### src/pkg/acc_consts.svh
// constants shared by the coherent counter crossing block
`ifndef ACC_CONSTS_SVH
`define ACC_CONSTS_SVH

`define ACC_CNT_W          32
`define ACC_BUS_W          8
`define ACC_TRIGGER_LANE   0
`define ACC_SYNC_STAGES    2
`define ACC_RST_BIT        1'h0
`define ACC_REL_SYNC_CODE  2'h1
`define ACC_REL_ASYNC_CODE 2'h2

`endif

### src/pkg/acc_pkg.sv
// types shared by the coherent counter crossing block
package acc_pkg;
`include "acc_consts.svh"

	// relationship of bus clock to counter clock
	typedef enum logic [1:0] {
		ACC_REL_SYNC  = `ACC_REL_SYNC_CODE,
		ACC_REL_ASYNC = `ACC_REL_ASYNC_CODE
	} acc_clk_rel_t;

endpackage

### src/pkg/acc_edge_if.sv
// carrier between an edge synchroniser and its user
`timescale 1ns/1ps
interface acc_edge_if;
	logic raw;
	logic level;
	logic rise;
	logic change;

	modport sync (input raw, output level, output rise, output change);
	modport user (output raw, input level, input rise, input change);
endinterface

### src/verilog/acc_coherent_cdc.sv
// coherent load write and counter read across bus and counter clocks
// What this block does
// - retime counter clock in bus domain and detect its rising edges
// - on counter clock rise copy pending flag into safe pending flag
// - on counter clock rise copy assembled value into safe load value
// - counter loads safe value on its edge while safe flag set
// - pending flag holds until returned toggle changes
// - toggle flips per new value; a change of the returned toggle clears both flags
// - asynchronous write stages partial bytes in shadows like other cases
// - lower bytes shadowed; upper byte write moves all into load value
// - byte 0 is trigger byte when counter is wider than bus
// - trigger read captures upper counter bytes into holding register
// - holding register omitted when counter fits one access
// - synchronous case: trigger read captures bits above first byte
// - upper byte reads come from holding register, not live counter
// - asynchronous read: counter sampled into shadow on each detected rise
// - asynchronous read: LSB from shadow, other bytes from holding
// - without read enable previous read data stays on read bus
`timescale 1ns/1ps
`include "acc_consts.svh"
module acc_coherent_cdc
	import acc_pkg::*;
#(
	parameter int           CNT_W   = `ACC_CNT_W,     // counter width
	parameter int           BUS_W   = `ACC_BUS_W,     // bus data width
	parameter acc_clk_rel_t CLK_REL = ACC_REL_ASYNC,  // clock relationship
	localparam int          NB      = (CNT_W + BUS_W - 1) / BUS_W,
	localparam int          SEL_W   = (NB > 1) ? $clog2(NB) : 1
)(
	input  wire logic             clock,                  // bus clock
	input  wire logic             nrst,                   // async reset, low
	input  wire logic             wr_en,                  // load byte write strobe
	input  wire logic [SEL_W-1:0] wr_lane,                // written lane index
	input  wire logic [BUS_W-1:0] wr_data,                // written lane data
	input  wire logic             rd_en,                  // counter read strobe
	input  wire logic [SEL_W-1:0] rd_lane,                // read lane index
	output logic      [BUS_W-1:0] rd_data,                // read-back data
	input  wire logic             counter_clock,          // counter clock level
	input  wire logic [CNT_W-1:0] live_counter_value,     // counter value
	input  wire logic             load_done_toggle,       // flips on each load
	output logic      [CNT_W-1:0] assembled_load_value,   // coherent load value
	output logic      [CNT_W-1:0] safe_load_value,        // load source
	output logic                  pending_load_flag,      // new value waiting
	output logic                  safe_pending_load_flag, // load qualifier
	output logic                  new_value_toggle        // flips per new value
);
	localparam int PAD_W = NB * BUS_W;
	localparam int TRIG  = `ACC_TRIGGER_LANE;
	localparam logic [SEL_W-1:0] TOP_LANE  = SEL_W'(NB - 1);
	localparam logic [SEL_W-1:0] TRIG_LANE = SEL_W'(TRIG);
	localparam logic no_coherency_needed   = (NB == 1);

	// ==========================================
	// counter clock and returned toggle retiming
	acc_edge_if cnt_edge ();
	acc_edge_if ack_edge ();

	assign cnt_edge.raw = counter_clock;
	assign ack_edge.raw = load_done_toggle;

	acc_edge_sync u_cnt_sync (
		.clock   (clock),
		.nrst    (nrst),
		.edge_io (cnt_edge)
	);

	acc_edge_sync u_ack_sync (
		.clock   (clock),
		.nrst    (nrst),
		.edge_io (ack_edge)
	);

	logic cnt_rise;
	logic ack_seen;

	assign cnt_rise = cnt_edge.rise;
	assign ack_seen = ack_edge.change;

	// ==========================================
	// write path: shadows, assembly and handover
	logic [PAD_W-1:0] wr_shadow;
	logic [PAD_W-1:0] next_wr_shadow;
	logic [CNT_W-1:0] next_assembled;
	logic [CNT_W-1:0] next_safe_value;
	logic             next_pending;
	logic             next_safe_pending;
	logic             next_toggle;
	logic             top_write;

	assign top_write = wr_en && (wr_lane == TOP_LANE);

	always_comb begin
		logic [PAD_W-1:0] merged;
		merged            = wr_shadow;
		next_wr_shadow    = wr_shadow;
		next_assembled    = assembled_load_value;
		next_safe_value   = safe_load_value;
		next_pending      = pending_load_flag;
		next_safe_pending = safe_pending_load_flag;
		next_toggle       = new_value_toggle;

		// lower lanes wait in shadows so the counter keeps the old value
		if (wr_en && !top_write && wr_lane < TOP_LANE) begin
			next_wr_shadow[int'(wr_lane) * BUS_W +: BUS_W] = wr_data;
		end

		if (top_write) begin
			merged[int'(TOP_LANE) * BUS_W +: BUS_W] = wr_data;
			next_assembled = merged[CNT_W-1:0];
			next_toggle    = ~new_value_toggle;
		end

		// a fresh write outranks a same-cycle acknowledge
		if (ack_seen) begin
			next_pending      = 1'h0;
			next_safe_pending = 1'h0;
		end else if (cnt_rise) begin
			next_safe_pending = pending_load_flag;
		end
		if (top_write) begin
			next_pending = 1'h1;
		end

		// copy after the edge, while the counter side is not sampling
		if (cnt_rise) begin
			next_safe_value = assembled_load_value;
		end
	end

	always_ff @(posedge clock or negedge nrst) begin
		if (!nrst) begin
			wr_shadow              <= '0;
			assembled_load_value   <= '0;
			safe_load_value        <= '0;
			pending_load_flag      <= `ACC_RST_BIT;
			safe_pending_load_flag <= `ACC_RST_BIT;
			new_value_toggle       <= `ACC_RST_BIT;
		end else begin
			wr_shadow              <= next_wr_shadow;
			assembled_load_value   <= next_assembled;
			safe_load_value        <= next_safe_value;
			pending_load_flag      <= next_pending;
			safe_pending_load_flag <= next_safe_pending;
			new_value_toggle       <= next_toggle;
		end
	end

	// ==========================================
	// read path: sampled counter shadow
	logic [CNT_W-1:0] cnt_shadow;
	logic [CNT_W-1:0] next_cnt_shadow;
	logic [CNT_W-1:0] read_source;

	always_comb begin
		next_cnt_shadow = cnt_shadow;
		// counter value is stable just after its clock edge
		if (CLK_REL == ACC_REL_ASYNC && cnt_rise) begin
			next_cnt_shadow = live_counter_value;
		end
	end

	always_ff @(posedge clock or negedge nrst) begin
		if (!nrst) begin
			cnt_shadow <= '0;
		end else begin
			cnt_shadow <= next_cnt_shadow;
		end
	end

	assign read_source = (CLK_REL == ACC_REL_ASYNC) ? cnt_shadow : live_counter_value;

	// ==========================================
	// read path: holding register for upper lanes
	logic             trigger_byte_read_en;
	logic [PAD_W-1:0] upper_bytes_hold;

	assign trigger_byte_read_en = rd_en && (rd_lane == TRIG_LANE) && !no_coherency_needed;

	generate
		if (NB > 1) begin : g_hold
			logic [PAD_W-1:0] hold_q;
			logic [PAD_W-1:0] next_hold;

			always_comb begin
				next_hold = hold_q;
				// bits above the first lane, captured in one go
				if (trigger_byte_read_en) begin
					next_hold = '0;
					next_hold[CNT_W-1:BUS_W] = read_source[CNT_W-1:BUS_W];
				end
			end

			always_ff @(posedge clock or negedge nrst) begin
				if (!nrst) begin
					hold_q <= '0;
				end else begin
					hold_q <= next_hold;
				end
			end

			assign upper_bytes_hold = hold_q;
		end else begin : g_no_hold
			assign upper_bytes_hold = '0;
		end
	endgenerate

	// ==========================================
	// read data mux, held between reads
	logic [PAD_W-1:0] padded_source;
	logic [BUS_W-1:0] next_rd_data;

	assign padded_source = PAD_W'(read_source);

	always_comb begin
		next_rd_data = rd_data;
		if (rd_en) begin
			if (no_coherency_needed || rd_lane == TRIG_LANE) begin
				next_rd_data = padded_source[TRIG * BUS_W +: BUS_W];
			end else if (rd_lane <= TOP_LANE) begin
				next_rd_data = upper_bytes_hold[int'(rd_lane) * BUS_W +: BUS_W];
			end else begin
				next_rd_data = '0;
			end
		end
	end

	always_ff @(posedge clock or negedge nrst) begin
		if (!nrst) begin
			rd_data <= '0;
		end else begin
			rd_data <= next_rd_data;
		end
	end
endmodule

### src/verilog/acc_edge_sync.sv
// two-stage synchroniser with rise and change detection
`timescale 1ns/1ps
`include "acc_consts.svh"
module acc_edge_sync
	import acc_pkg::*;
(
	input  wire logic clock,         // bus clock
	input  wire logic nrst,          // async reset, active low
	acc_edge_if.sync  edge_io        // raw in, detected edges out
);
	// ==========================================
	// synchroniser
	logic meta;
	logic stable;
	logic prev;
	logic next_meta;
	logic next_stable;
	logic next_prev;

	always_comb begin
		next_meta   = edge_io.raw;
		next_stable = meta;
		next_prev   = stable;
	end

	always_ff @(posedge clock or negedge nrst) begin
		if (!nrst) begin
			meta   <= `ACC_RST_BIT;
			stable <= `ACC_RST_BIT;
			prev   <= `ACC_RST_BIT;
		end else begin
			meta   <= next_meta;
			stable <= next_stable;
			prev   <= next_prev;
		end
	end

	// ==========================================
	// edge compare, only after both stages
	assign edge_io.level  = stable;
	assign edge_io.rise   = stable & ~prev;
	assign edge_io.change = stable ^ prev;
endmodule

### config.mk
export PLATFORM = sky130hd
export DESIGN_NAME = acc_coherent_cdc
export DESIGN_NICKNAME = d
export VERILOG_FILES = /design/src/pkg/acc_pkg.sv /design/src/pkg/acc_edge_if.sv /design/src/verilog/acc_coherent_cdc.sv /design/src/verilog/acc_edge_sync.sv
export VERILOG_INCLUDE_DIRS = /design/src /design/src/pkg
export SDC_FILE = /design/constraint.sdc
export NUM_CORES = 1
export LEC_CHECK = 0
export BUFFER_PORTS_ARGS = -buffer_cell sky130_fd_sc_hd__buf_2
export CORE_MARGIN = 1.5
export CORE_UTILIZATION = 48
export DETAILED_ROUTE_END_ITERATION = 8
export GPL_TIMING_DRIVEN = 0
export MAX_ROUTING_LAYER = met4
export PLACE_DENSITY = 0.74
export SKIP_LAST_GASP = 1
export SLEW_MARGIN = 20
export SYNTH_ARGS = -nofsm -noshare
export SYNTH_HDL_FRONTEND = slang
export SYNTH_HIERARCHICAL = 1
export SYNTH_SLANG_ARGS = --single-unit
### constraint.sdc
create_clock -name clock -period 1.4 [get_ports clock]
set_clock_uncertainty 0.1 [all_clocks]
set_input_delay 0 -clock clock [delete_from_list [all_inputs] [get_ports clock]]
set_output_delay 0 -clock clock [all_outputs]
set_load 0.02 [all_outputs]
==> out/summary.txt <==
Final nets - 645
fin util - 67.5%
first-pass GRT wire length - 22000 microns
All-Layer GR Usage - 22.7%
setup TNS - -1200 ps
Final Hold Violating Endpoints - 0
Synth Net Count - 447
CTS clock-pin slew for the worst setup and hold paths - 60 ps
Mapped Cells - 390
Die Area - 13700 sq um
Die W - 117 microns
failing checks - setup timing
ratio of cells with drive above 1 in the final layout - 50.4%
height of the die - 117 microns
cell area after layout - 8510 sq um
clock sinks - 161
detailed-route via count - 4012
post-place instance area - 7120 sq um
CP arrival - 1630 ps
initial antenna violation count - 0
worst reg2reg path depth - 5
PnR worst setup slack - -31.8 ps
Antenna diodes - 0
Tightest Hold Check Type - in -> async
Max Slew Vio Count - 0
Avg Vias per Cell - 5.19
fmax - 698 MHz
status - finished, violations left
Worst setup SP type - register
CP required - 1600 ps
# fillers - 900
CTS tree - done
final wirelength - 14400 microns
Overflow after GRT - 0
drt first pass iters - 6
Clock Latency Late Sink - 420 ps
HPWL Detailed - 8930 microns
Yosys warning count - 6
vias in the first global route - 4187
top fanout value on the critical path - 10
Initial DRC Count - 217
placed insts - 686
Port-buffer cells - 123
H-tree Lvls - 4
Layout Cells excl Fill - 773
CTS buffer count - 17
worst vdd ir - 0.00102 V
IO Pins - 125
clock tree root driver cell - clkbuf_16
clock buffer depth - 2
kind of critical path - reg -> reg
P_leak - 4.20 nW
Power Density - 1510 nW/um^2
post-route ant nets - 0
DR DRC count - 0
Rel. slew slack - 62.7%
RSZ-0062 raised after global routing - yes
post-synthesis cell area - 6230 sq um
# rows - 41
gpl congestion - 0.813
Tcrit/Tclk final - 102%
min Tclk post-route - 1430 ps
max_cap viols - 0
Initial Util - 49.4%
Core ar. - 12600 sq um
layout overhead on the synthesized area - 36.6%
# setup viols final - 61
WL/cell - 18.7 microns
Worst Tran Pin Value - 556 ps
total power - 0.0129 W
Worst Setup End Kind - register
largest net degree at the start of global routing - 101
syn avg cell area - 16.0 sq um
## registers in the layout (all words and copies together) (netlist names)
register,flops
assembled_load_value,32
cnt_shadow,32
safe_load_value,32
g_hold.hold_q,24
wr_shadow,24
rd_data,8
new_value_toggle,1
pending_load_flag,1
safe_pending_load_flag,1
u_ack_sync/edge_io.level,1
u_ack_sync/meta,1
u_ack_sync/prev,1
u_cnt_sync/edge_io.level,1
u_cnt_sync/meta,1
u_cnt_sync/prev,1
## where the power goes
group / internal [W] / switching [W] / total (W)
clock: 0.00312 / 0.00178 / 0.00490
combinational: 0.00108 / 0.00111 / 0.00219
sequential: 0.00536 / 0.000418 / 0.00578
## critical path: stages, from the launching register on
cell and delay [ps]:
dfrtp_1 370, inv_2 60, ha_4 170, buf_12 140
buf_12 140, mux2_2 340
## area by class of cell
class | instances | area [sq um] | share of cell area, %
Multi-Input combinational cell | 206 | 2180 | 25.6
Timing Repair Buffer | 179 | 1250 | 14.7
Clock buffer | 23 | 478 | 5.61
Tap cell | 172 | 215 | 2.53
Buffer | 16 | 181 | 2.13
Clock inverter | 9 | 154 | 1.81
Sequential cell | 161 | 4030 | 47.3
Inverter | 7 | 26.3 | 0.309
## stage by stage
step | hold WS [ps] | setup slack (ps)
floorplan | -396 | -4.22
CTS | 0.256 | -38.0
finish | 2.70 | -31.8
detailed placement | -138 | -293
global route | 41.1 | -87.6
global placement | 8.90 | -1990
## cells in the final DEF, fill, tap and decap left out, types with 2 or more instances in the layout
master,instances
dfrtp_1,161
buf_2,124
mux2_2,99
dlygate4sd3_1,49
a22o_1,23
mux2_4,20
clkbuf_16,19
mux2i_1,9
nand2_1,9
nor2b_1,8
a31oi_1,8
o211ai_1,8
buf_4,7
inv_1,6
ha_1,6
buf_12,5
clkbuf_1,4
bufinv_16,4
clkbuf_8,3
nor4_4,2
nand3b_2,2
buf_8,2
clkinv_2,2
clkinvlp_4,2
buf_16,2
buf_6,2
## worst paths after layout
check                                     startpoint                                  to  slack [ps]
hold / removal                                  nrst          cnt_shadow[13]$_DFFE_PN0P_           3
setup / recovery           u_cnt_sync/prev$_DFF_PN0_           cnt_shadow[5]$_DFFE_PN0P_         -30
min in group clock                             wr_en           wr_shadow[14]$_DFFE_PN0P_          30
hold reg to reg            u_cnt_sync/meta$_DFF_PN0_  u_cnt_sync/edge_io.level$_DFF_PN0_         250
max in group asynchronous                       nrst     safe_load_value[14]$_DFFE_PN0P_         350
setup reg to reg           u_cnt_sync/prev$_DFF_PN0_           cnt_shadow[5]$_DFFE_PN0P_         -30
## per-layer routing
metal	vias to the layer above	part of all wire [%]	wire length [microns]	track usage (%)
li1	1801	-	-	-
met3	26	4.8	691	5.46
met1	2058	42	6070	26.6
met2	127	50	7270	37.5
met4	0	2.7	395	9.88
met5	-	0	0	-
## what timing repair did
item,4_1_cts,5_1_grt
hold buffers,49,0
endpoints found under the hold margin,239,0
buffers inserted,2,1
cloned,1,2
setup endpoints to repair,60,101
pin swaps,0,1
gates resized for setup,21,29
Power figures use the tool's default switching activity.
